`src/rtl/bsi_pkg.sv`:
```
package bsi_pkg;

    // ---------------------------------------------------------------
    // register map and status word layout
    // ---------------------------------------------------------------
    localparam logic [7:0] STAT_ADDR = 8'h00;
    localparam logic [7:0] CTRL_ADDR = 8'h04;
    localparam logic [7:0] DIAG_ADDR = 8'h08;
    localparam int STAT_DATA_READY_INDICATOR_BIT = 0;
    localparam int STAT_BUSY_BIT = 2;
    localparam int STAT_GBUSY_BIT = 3;
    localparam int CTRL_MTEST_BIT = 0;
    localparam int CTRL_CLEAR_BIT = 1;
    localparam logic [1:0] CTRL_RESET_VAL = 2'h0;

    // ---------------------------------------------------------------
    // timing
    // ---------------------------------------------------------------
    localparam int CLK_PERIOD_NS = 5;
    localparam int ACK_LAMP_NS = 1000;
    localparam int ACK_LAMP_CYC = ACK_LAMP_NS / CLK_PERIOD_NS;
    localparam int CONV_NS = 5700;
    localparam int CONV_CYC = (CONV_NS + CLK_PERIOD_NS - 1) / CLK_PERIOD_NS;
    localparam int CFG_DEFAULT_CYC = 20000;
    localparam int CNT_W = 16;

    // ---------------------------------------------------------------
    // types
    // ---------------------------------------------------------------
    typedef enum logic [1:0] {
        TERM_OFF,
        TERM_GREEN,
        TERM_RED,
        TERM_ORANGE
    } bsi_term_t;

    typedef struct packed {
        logic ack;
        logic busy;
        logic data_ready;
        bsi_term_t term;
        logic power_green;
        logic power_orange;
    } bsi_lamps_t;

    typedef struct packed {
        logic wor_o;
        logic wor_oe;
        logic wnand_o;
        logic wnand_oe;
    } bsi_busline_t;

endpackage

```
`src/rtl/bsi_busy_status.sv`:
```
`timescale 1ns/100ps
// What this block does
// - detect peaks only inside common or connector window
// - veto suppresses conversion of detected peaks
// - busy on convert, reset, test, full
// - own busy in status bit 2
// - busy drives wired OR and NAND lines
// - sensed OR busy line in bit 3
// - window is common OR connector window
// - ack lamp pulses on each bus access
// - busy lamp follows busy, plus configuration
// - ready lamp on nonempty buffer, plus configuration
// - termination lamp green, red, off, orange
// - power lamp green, orange on overcurrent
// - jumper picks global or local halt
// - busy rises at window opening, falls after conversion or vetoed window
// - window pulses ignored while busy
module bsi_busy_status import bsi_pkg::*; #(
    parameter int CFG_CYC = CFG_DEFAULT_CYC
) (
    input wire logic core_clk,
    input wire logic reset_n,
    input wire logic gate_common,
    input wire logic gate_conn,
    input wire logic veto,
    input wire logic busy_wor_i,
    input wire logic analog_resetting,
    input wire logic buffer_full,
    input wire logic buffer_nonempty,
    input wire logic busy_scope_jumper,
    input wire logic [6:0] term_on,
    input wire logic overcurrent,
    input wire logic [7:0] reg_addr,
    input wire logic [31:0] reg_wdata,
    input wire logic reg_wr,
    input wire logic reg_rd,
    output logic [31:0] reg_rdata,
    output logic peak_detect_en,
    output logic convert_start,
    output logic acq_halt,
    output bsi_busline_t busline,
    output bsi_lamps_t lamps
);

    // ---------------------------------------------------------------
    // input synchronisers
    // ---------------------------------------------------------------
    localparam int NSYNC = 16;
    logic [NSYNC-1:0] raw_in;
    logic [NSYNC-1:0] sync1_r;
    logic [NSYNC-1:0] sync2_r;
    assign raw_in = {overcurrent, term_on, busy_scope_jumper, buffer_nonempty,
        buffer_full, analog_resetting, busy_wor_i, veto, gate_conn,
        gate_common};

    genvar gi;
    generate
        for (gi = 0; gi < NSYNC; gi++) begin : g_sync
            always_ff @(posedge core_clk or negedge reset_n) begin
                if (!reset_n) begin
                    sync1_r[gi] <= 1'b0;
                    sync2_r[gi] <= 1'b0;
                end else begin
                    sync1_r[gi] <= raw_in[gi];
                    sync2_r[gi] <= sync1_r[gi];
                end
            end
        end
    endgenerate

    logic s_gate_com, s_gate_con, s_veto, s_wor, s_ares, s_full, s_nemp;
    logic s_jump, s_ovc;
    logic [6:0] s_term;
    assign {s_ovc, s_term, s_jump, s_nemp, s_full, s_ares, s_wor, s_veto,
        s_gate_con, s_gate_com} = sync2_r;

    // ---------------------------------------------------------------
    // state
    // ---------------------------------------------------------------
    typedef enum logic [1:0] {
        ST_IDLE,
        ST_WINDOW,
        ST_CONVERT
    } bsi_state_t;

    bsi_state_t state_r, state_nxt;
    logic gate_r, gate_nxt;
    logic veto_seen_r, veto_seen_nxt;
    logic [CNT_W-1:0] conv_cnt_r, conv_cnt_nxt;
    logic [CNT_W-1:0] ack_cnt_r, ack_cnt_nxt;
    logic [CNT_W-1:0] cfg_cnt_r, cfg_cnt_nxt;
    logic [1:0] ctrl_r, ctrl_nxt;
    logic [31:0] rdata_nxt;
    logic busy_nxt, busy_r;
    logic halt_nxt, start_nxt, pden_nxt;
    bsi_busline_t bl_nxt;
    bsi_lamps_t lamps_nxt;
    logic gate_eff, conv_active, cfg_active;

    always_comb begin
        gate_eff = s_gate_com | s_gate_con;
        state_nxt = state_r;
        gate_nxt = gate_eff;
        veto_seen_nxt = veto_seen_r;
        conv_cnt_nxt = conv_cnt_r;
        start_nxt = 1'b0;
        case (state_r)
            ST_IDLE: begin
                // new window only when not halted
                if (gate_eff && !gate_r && !acq_halt) begin
                    state_nxt = ST_WINDOW;
                    veto_seen_nxt = s_veto;
                end
            end
            ST_WINDOW: begin
                if (s_veto) begin
                    veto_seen_nxt = 1'b1;
                end
                if (!gate_eff) begin
                    if (veto_seen_r || s_veto) begin
                        state_nxt = ST_IDLE;
                    end else begin
                        state_nxt = ST_CONVERT;
                        start_nxt = 1'b1;
                        conv_cnt_nxt = CNT_W'(CONV_CYC);
                    end
                end
            end
            ST_CONVERT: begin
                if (conv_cnt_r <= CNT_W'(1)) begin
                    state_nxt = ST_IDLE;
                    conv_cnt_nxt = '0;
                end else begin
                    conv_cnt_nxt = conv_cnt_r - CNT_W'(1);
                end
            end
            default: state_nxt = ST_IDLE;
        endcase
        // peaks only inside the accepted window
        pden_nxt = (state_nxt == ST_WINDOW);
        conv_active = (state_nxt != ST_IDLE);
        busy_nxt = conv_active | s_ares | s_full | ctrl_r[CTRL_MTEST_BIT]
            | ctrl_nxt[CTRL_MTEST_BIT];
        halt_nxt = s_jump ? (busy_nxt | s_wor) : busy_nxt;
        bl_nxt.wor_o = 1'b1;
        bl_nxt.wor_oe = busy_nxt;
        bl_nxt.wnand_o = 1'b0;
        bl_nxt.wnand_oe = busy_nxt;
    end

    // ---------------------------------------------------------------
    // register port and lamps
    // ---------------------------------------------------------------
    always_comb begin
        ctrl_nxt = ctrl_r;
        rdata_nxt = 32'h0;
        ack_cnt_nxt = (ack_cnt_r != '0) ? ack_cnt_r - CNT_W'(1) : '0;
        cfg_cnt_nxt = (cfg_cnt_r != '0) ? cfg_cnt_r - CNT_W'(1) : '0;
        cfg_active = (cfg_cnt_r != '0);
        if (reg_wr || reg_rd) begin
            ack_cnt_nxt = CNT_W'(ACK_LAMP_CYC);
        end
        if (reg_wr && reg_addr == CTRL_ADDR) begin
            ctrl_nxt = reg_wdata[1:0];
        end
        if (reg_rd) begin
            case (reg_addr)
                STAT_ADDR: begin
                    rdata_nxt[STAT_DATA_READY_INDICATOR_BIT] = s_nemp;
                    rdata_nxt[STAT_BUSY_BIT] = busy_r;
                    rdata_nxt[STAT_GBUSY_BIT] = s_wor;
                end
                CTRL_ADDR: rdata_nxt[1:0] = ctrl_r;
                DIAG_ADDR: rdata_nxt[1:0] = state_r;
                default: rdata_nxt = 32'h0;
            endcase
        end
        lamps_nxt.ack = (ack_cnt_nxt != '0);
        lamps_nxt.busy = busy_nxt | cfg_active;
        lamps_nxt.data_ready = s_nemp | cfg_active;
        if (cfg_active) begin
            lamps_nxt.term = TERM_ORANGE;
        end else if (&s_term) begin
            lamps_nxt.term = TERM_GREEN;
        end else if (s_term == 7'h00) begin
            lamps_nxt.term = TERM_RED;
        end else begin
            lamps_nxt.term = TERM_OFF;
        end
        lamps_nxt.power_green = !s_ovc;
        lamps_nxt.power_orange = s_ovc;
    end

    always_ff @(posedge core_clk or negedge reset_n) begin
        if (!reset_n) begin
            state_r <= ST_IDLE;
            gate_r <= 1'b0;
            veto_seen_r <= 1'b0;
            conv_cnt_r <= '0;
            ack_cnt_r <= '0;
            cfg_cnt_r <= CNT_W'(CFG_CYC);
            ctrl_r <= CTRL_RESET_VAL;
            reg_rdata <= 32'h0;
            busy_r <= 1'b0;
            acq_halt <= 1'b0;
            convert_start <= 1'b0;
            peak_detect_en <= 1'b0;
            busline <= '0;
            lamps <= '0;
        end else begin
            state_r <= state_nxt;
            gate_r <= gate_nxt;
            veto_seen_r <= veto_seen_nxt;
            conv_cnt_r <= conv_cnt_nxt;
            ack_cnt_r <= ack_cnt_nxt;
            cfg_cnt_r <= cfg_cnt_nxt;
            ctrl_r <= ctrl_nxt;
            reg_rdata <= rdata_nxt;
            busy_r <= busy_nxt;
            acq_halt <= halt_nxt;
            convert_start <= start_nxt;
            peak_detect_en <= pden_nxt;
            busline <= bl_nxt;
            lamps <= lamps_nxt;
        end
    end
endmodule // bsi_busy_status

```
`config.mk`:
```
export PLATFORM = sky130hd
export DESIGN_NAME = bsi_busy_status
export DESIGN_NICKNAME = d
export VERILOG_FILES = /design/src/rtl/bsi_pkg.sv /design/src/rtl/bsi_busy_status.sv
export SDC_FILE = /design/constraint.sdc
export NUM_CORES = 1
export LEC_CHECK = 0
export ABC_AREA = 0
export BUFFER_PORTS_ARGS = -buffer_cell sky130_fd_sc_hd__buf_2
export CAP_MARGIN = 5
export CELL_PAD_IN_SITES_DETAIL_PLACEMENT = 0
export CELL_PAD_IN_SITES_GLOBAL_PLACEMENT = 1
export CORE_MARGIN = 4
export CORE_UTILIZATION = 42
export DETAILED_ROUTE_END_ITERATION = 12
export MAX_ROUTING_LAYER = met4
export PLACE_DENSITY = 0.77
export RECOVER_POWER = 100
export SETUP_SLACK_MARGIN = 0.2
export SLEW_MARGIN = 25
export SYNTH_ARGS = -nofsm -noshare
export SYNTH_HDL_FRONTEND = slang
export SYNTH_SLANG_ARGS = --single-unit
export TNS_END_PERCENT = 10
```
`constraint.sdc`:
```
create_clock -name core_clk -period 2.8 [get_ports core_clk]
set_input_delay 0.28 -clock core_clk [delete_from_list [all_inputs] [get_ports core_clk]]
set_output_delay 0.28 -clock core_clk [all_outputs]
set_load 0.005 [all_outputs]
```
# ---- Yosys cells after proc, flatten, opt, wreduce, memory -nomap -nowiden
# Index checks and enable logic that the tools add are counted.
# W data, S select, Z words.
dict set report totals {
  memories 0
  reg_bits 130
  latchBits 0
  ram_bits 0
  inputBits 60
  romBits 0
}
dict set report classes {
  reduce_logical 20
  shift 0
  n_lt_le_gt_ge 1
  eq_ne 9
  n_mux 27
  addsub 3
  n_div 0
  mul 0
  n_bitwise 8
}
# operator n
set ops {}
lappend ops {{$mux W16} 6}
lappend ops {{$reduce_bool A16 Y1} 3}
lappend ops {{$sub A16 B1 Y16 const B} 3}
lappend ops {{$pmux W16 S2} 1}
lappend ops {{$le A16 B1 Y1 const B} 1}
lappend ops {{$mux W2} 8}
lappend ops {{$eq A8 B3 Y1 const B} 1}
lappend ops {{$eq A8 B4 Y1 const B} 1}
lappend ops {{$logic_not A8 Y1} 1}
lappend ops {{$ne A2 B2 Y1 const B} 4}
lappend ops {{$or A1 B1 Y1} 8}
lappend ops {{$logic_not A7 Y1} 1}
lappend ops {{$mux W1} 7}
lappend ops {{$reduce_and A7 Y1} 1}
lappend ops {{$pmux W2 S3} 1}
lappend ops {{$reduce_and A3 Y1} 2}
lappend ops {{$reduce_bool A2 Y1} 3}
lappend ops {{$eq A2 B1 Y1 const B} 2}
lappend ops {{$mux W4} 1}
lappend ops {{$pmux W1 S2} 2}
lappend ops {{$logic_and A1 B1 Y1} 3}
lappend ops {{$logic_not A1 Y1} 3}
lappend ops {{$pmux W1 S3} 1}
lappend ops {{$eq A2 B2 Y1 const B} 1}
lappend ops {{2 further kinds} 3}

# ---- Depth between registers and ports, before layout
dict set report logic_depth {
  depth_word 12
  mapped_depth 8
  mapped_depth_nobuf 7
}

# ---- Worst setup path after synthesis
# Ideal clock, no wire load.
dict set report synth_path {
  kind {register to register}
  start {reg ack_cnt_r[0]}
  end {reg lamps[6] in the netlist's numbering}
  n_path_buf 0
  t_arrival_ns 2.008
  slack_ns 0.652
  setup_time_ns 0.140
  stages_incl_launch_ff 8
  period_less_slack_ns 2.148
  required_ns 2.660
  cell_sequence {dfrtp_1 -> inv_1 -> ha_1 -> or3b_2 -> nor3b_1 -> o211ai_1 -> a2111oi_1 -> o2111ai_1}
}
# item line_no
set synth_lines {}
lappend synth_lines {{start: declaration} bsi_busy_status.sv:90} ;# logic [CNT_W-1:0] ack_cnt_r, ack_cnt_nxt;
lappend synth_lines {{start signal: assignment} bsi_busy_status.sv:215} ;# ack_cnt_r <= ack_cnt_nxt;
lappend synth_lines {{end signal: assignment} bsi_busy_status.sv:224} ;# lamps <= lamps_nxt;
lappend synth_lines {{end: declaration} bsi_busy_status.sv:42} ;# output bsi_lamps_t lamps

==> metrics.txt <==
status=completed; largest net degree at the start of global routing=a little over 100; most common cell after layout, fill and taps aside=dfrtp_1; Reg2Reg Setup Slack=around 0.36 ns; Die X=~110 um; Hold Vio Cnt, Final=0; R2R depth=5; hold slack final=0.116 ns; clk slew on worst S/H paths=~0.11 ns; Pint=roughly 2.1 mW; Initial DRC Count=100; Post-synth EDFFs=0; Max VDD drop=between 0.0003 and 0.0004 V; first-pass GRT wire length=between 10,000 and 15,000 um; Post-Syn Area per Cell=roughly 11 um^2; Cells after Synth=between 400 and 500; most frequent cells in the layout=dfrtp_1 (97), nor2_1 (62), buf_2 (38); Non-Filler Instances=about 630; reg2reg start=conv_cnt_r[10]; Pre-antenna DRT Iters=4; GRT overflow=0; Net Switching=a little under 1 mW; PortBufs=46; slowest stage cell, crit path=a2111oi_4; Num CTS Buffers=9; WL/cell=around 13 um; Yosys cell types=60; Cell Pwr Density=between 600 and 700 nW/um^2; initial antenna violation count=0; CORE AREA=around 10,000 um^2; DIE HEIGHT=about 110 um; Critical Path AT=around 2.7 ns; Placement Rows=37; Crit. End Element=flip-flop; H-tree Lvls=3; Logic pwr share=between 10% and 20%; hold depth=2; Synth Register Bits=between 100 and 150; top cells by area, synth=dfrtp_1 (54%), buf_4 (5.5%), nor2_1 (5.1%); cell accounting for the most synthesized area=dfrtp_1; ANT nets after route=0; dpl hpwl=~5800 um; Cells after DPL=~600; Remaining DRCs=0; die footprint=between 10,000 and 15,000 um^2; CP startpoint kind=flip-flop; min-delay worst type=input pin to flip-flop; routability congestion estimate=approximately 0.81; io pins=roughly 110; Lkg Pwr=~2.4 nW; Skew-Pair Late Insertion Delay=roughly 0.37 ns; Final Max Slew Viols=0; critical path peak fanout=8; Fillers=about 950; layout cells sized above 1=16.9%; Setup Skew=~0.0095 ns; Overall Power=3.11 mW; Seq/Total Area, Yosys=around 56%; fin crit share=roughly 87%; Mapped Area=4530 um^2; R2R Path End=lamps[5]; CTS root buf=clkbuf_8; Synth Flop Type=dfrtp_1; CTS sink count=102; Vias=between 3,000 and 4,000; Post-synth ARST share=between 90% and 100%; maximum clock rate=between 0.4 and 0.5 GHz; nets=550; max incr delay on CP=between 0.5 and 0.6 ns; vias in the first global route=around 3,000; initial core utilization=43.5%; sequential power share=55.9%; Critical Path RT=slightly above 3 ns; TritonCTS clock tree=built; worst-margin pin slew=1.34 ns; Clk network pwr share=roughly 30%; routed vias/inst=around 4.9; Ys Warns=0; normalized max-slew margin=10.9%; CTS Buffer Depth=2; number of max-cap violations=0; hold path endpoint=reg_rdata[3]; Post-CTS Repair Setup Buffers=0; Syn-to-layout area delta=13.8%; Total Wirelength=about 8400 um; cells along the critical path=or4_1, nor3_1, o2111ai_1, a2111oi_4, nand2_1; worst hold start=reg_addr[3]; share of Yosys cell area claimed by the top area cell type=53.6%; ant diodes=0; final worst path period need=roughly 2.4 ns; setup TNS=0 ns; switch share=31.0%; RSZ-0062 raised after global routing=no; critical path class=flip-flop to flip-flop; final setup fails=0; GRT Total Usage=around 15%
## layout make-up
| class | instances | area (um^2) | area share [%] |
|---|---|---|---|
| multi-input combinational | 283 | 1700 | 33.1 |
| clock inverter | 7 | 86.3 | 1.68 |
| sequential | 102 | 2560 | 49.6 |
| inverter | 18 | 67.6 | 1.31 |
| tap | 136 | 170 | 3.30 |
| timing repair buffer | 71 | 443 | 8.59 |
| clock buffer | 9 | 124 | 2.40 |
## flip-flops by register name (all words and copies together) (netlist names), 2 cells and up
signal	count
ack_cnt_r	16
cfg_cnt_r	16
conv_cnt_r	16
ctrl_r	2
lamps	7
reg_rdata	4
s_term	7
state_r	2
sync1_r	16
## Yosys cell counts, types with 2 or more instances
master / n
conb_1: 2
a21oi_1: 17
o2111ai_1: 2
nor4_1: 10
or4b_1: 2
mux2i_1: 2
nand2_1: 22
dfrtp_1: 97
xnor2_1: 14
o22ai_1: 2
ha_1: 5
mux2_2: 4
dfstp_2: 5
xor2_1: 15
or4_4: 2
nor2_1: 62
nor4b_1: 2
inv_1: 18
nor3b_1: 3
nor2b_1: 5
a22oi_1: 3
nand3_1: 10
buf_4: 33
nor3_1: 8
buf_2: 3
nand2b_1: 5
or3_2: 2
o21a_1: 3
or4_1: 8
o21ai_0: 8
or2_2: 3
o41ai_1: 2
nand4_1: 5
a211oi_1: 2
nand3b_1: 2
## power groups by stage
| stage | clock (mW) | combinational, mW | sequential (mW) |
|---|---|---|---|
| 2_1_floorplan | 0 | 0.342 | 1.73 |
| 3_5_place_dp | 0 | 0.443 | 1.77 |
| 5_1_grt | 1.03 | 0.510 | 1.76 |
| 3_3_place_gp | 0 | 0.433 | 1.76 |
| 4_1_cts | 0.964 | 0.464 | 1.74 |
| 6_report | 0.933 | 0.440 | 1.74 |
## critical path, delay by kind of cell, from the launching register on
kind / cells / cell delay [ns]
compound gates: 2 / 1.01
flops: 1 / 0.45
simple gates: 3 / 0.85
## logic make-up after synthesis
group | Yosys count | share of synthesized area [%]
AO/OA/AOI/OAI | 50 | 7.87
XOR/XNOR | 29 | 5.61
adder cells (fa/ha/maj) | 5 | 1.38
buffers and inverters | 56 | 7.62
flip-flops | 102 | 56.5
multiplexers | 6 | 1.44
other | 2 | 0.166
AND/OR/NAND/NOR | 163 | 19.4
## how the worst max path moves through the flow
stage | from | cells past startpoint | slack [ns] | to
6_report | conv_cnt_r[10] | 5 | 0.36 | lamps[5]
5_1_grt | conv_cnt_r[10] | 5 | 0.16 | conv_cnt_r[15]
4_1_cts | ack_cnt_r[0] | 7 | 0.30 | lamps[6]
3_5_place_dp | ack_cnt_r[0] | 7 | 0.36 | lamps[6]
3_3_place_gp | ack_cnt_r[0] | 7 | 0.36 | lamps[6]
2_1_floorplan | ack_cnt_r[0] | 7 | 0.65 | lamps[6]
## stage by stage
| step | cell area [um^2] | utilization [%] | setup WS (ns) |
|---|---|---|---|
| CTS | 5210 | 50.0 | 0.297 |
| global route | 5150 | 49.5 | 0.157 |
| detailed placement | 4830 | 46.4 | 0.356 |
| finish | 5150 | 49.5 | 0.365 |
| global placement | 4830 | 46.4 | 0.360 |
| floorplan | 4630 | - | 0.652 |
## metal layers
metal	vias up	part of all wire [%]	GRT usage (%)
met1	1482	45	19.3
met2	63	49	22.9
met4	0	1.5	4.06
met3	14	4.6	3.80
li1	1509	-	-
met5	-	0	-
## timing repair
item	CTS	global route
hold endpoints to repair	113	0
hold buffers	17	0
resized for setup	0	2
endpoints found under the setup margin	0	1
No activity file was read; power rests on OpenSTA's default activity.
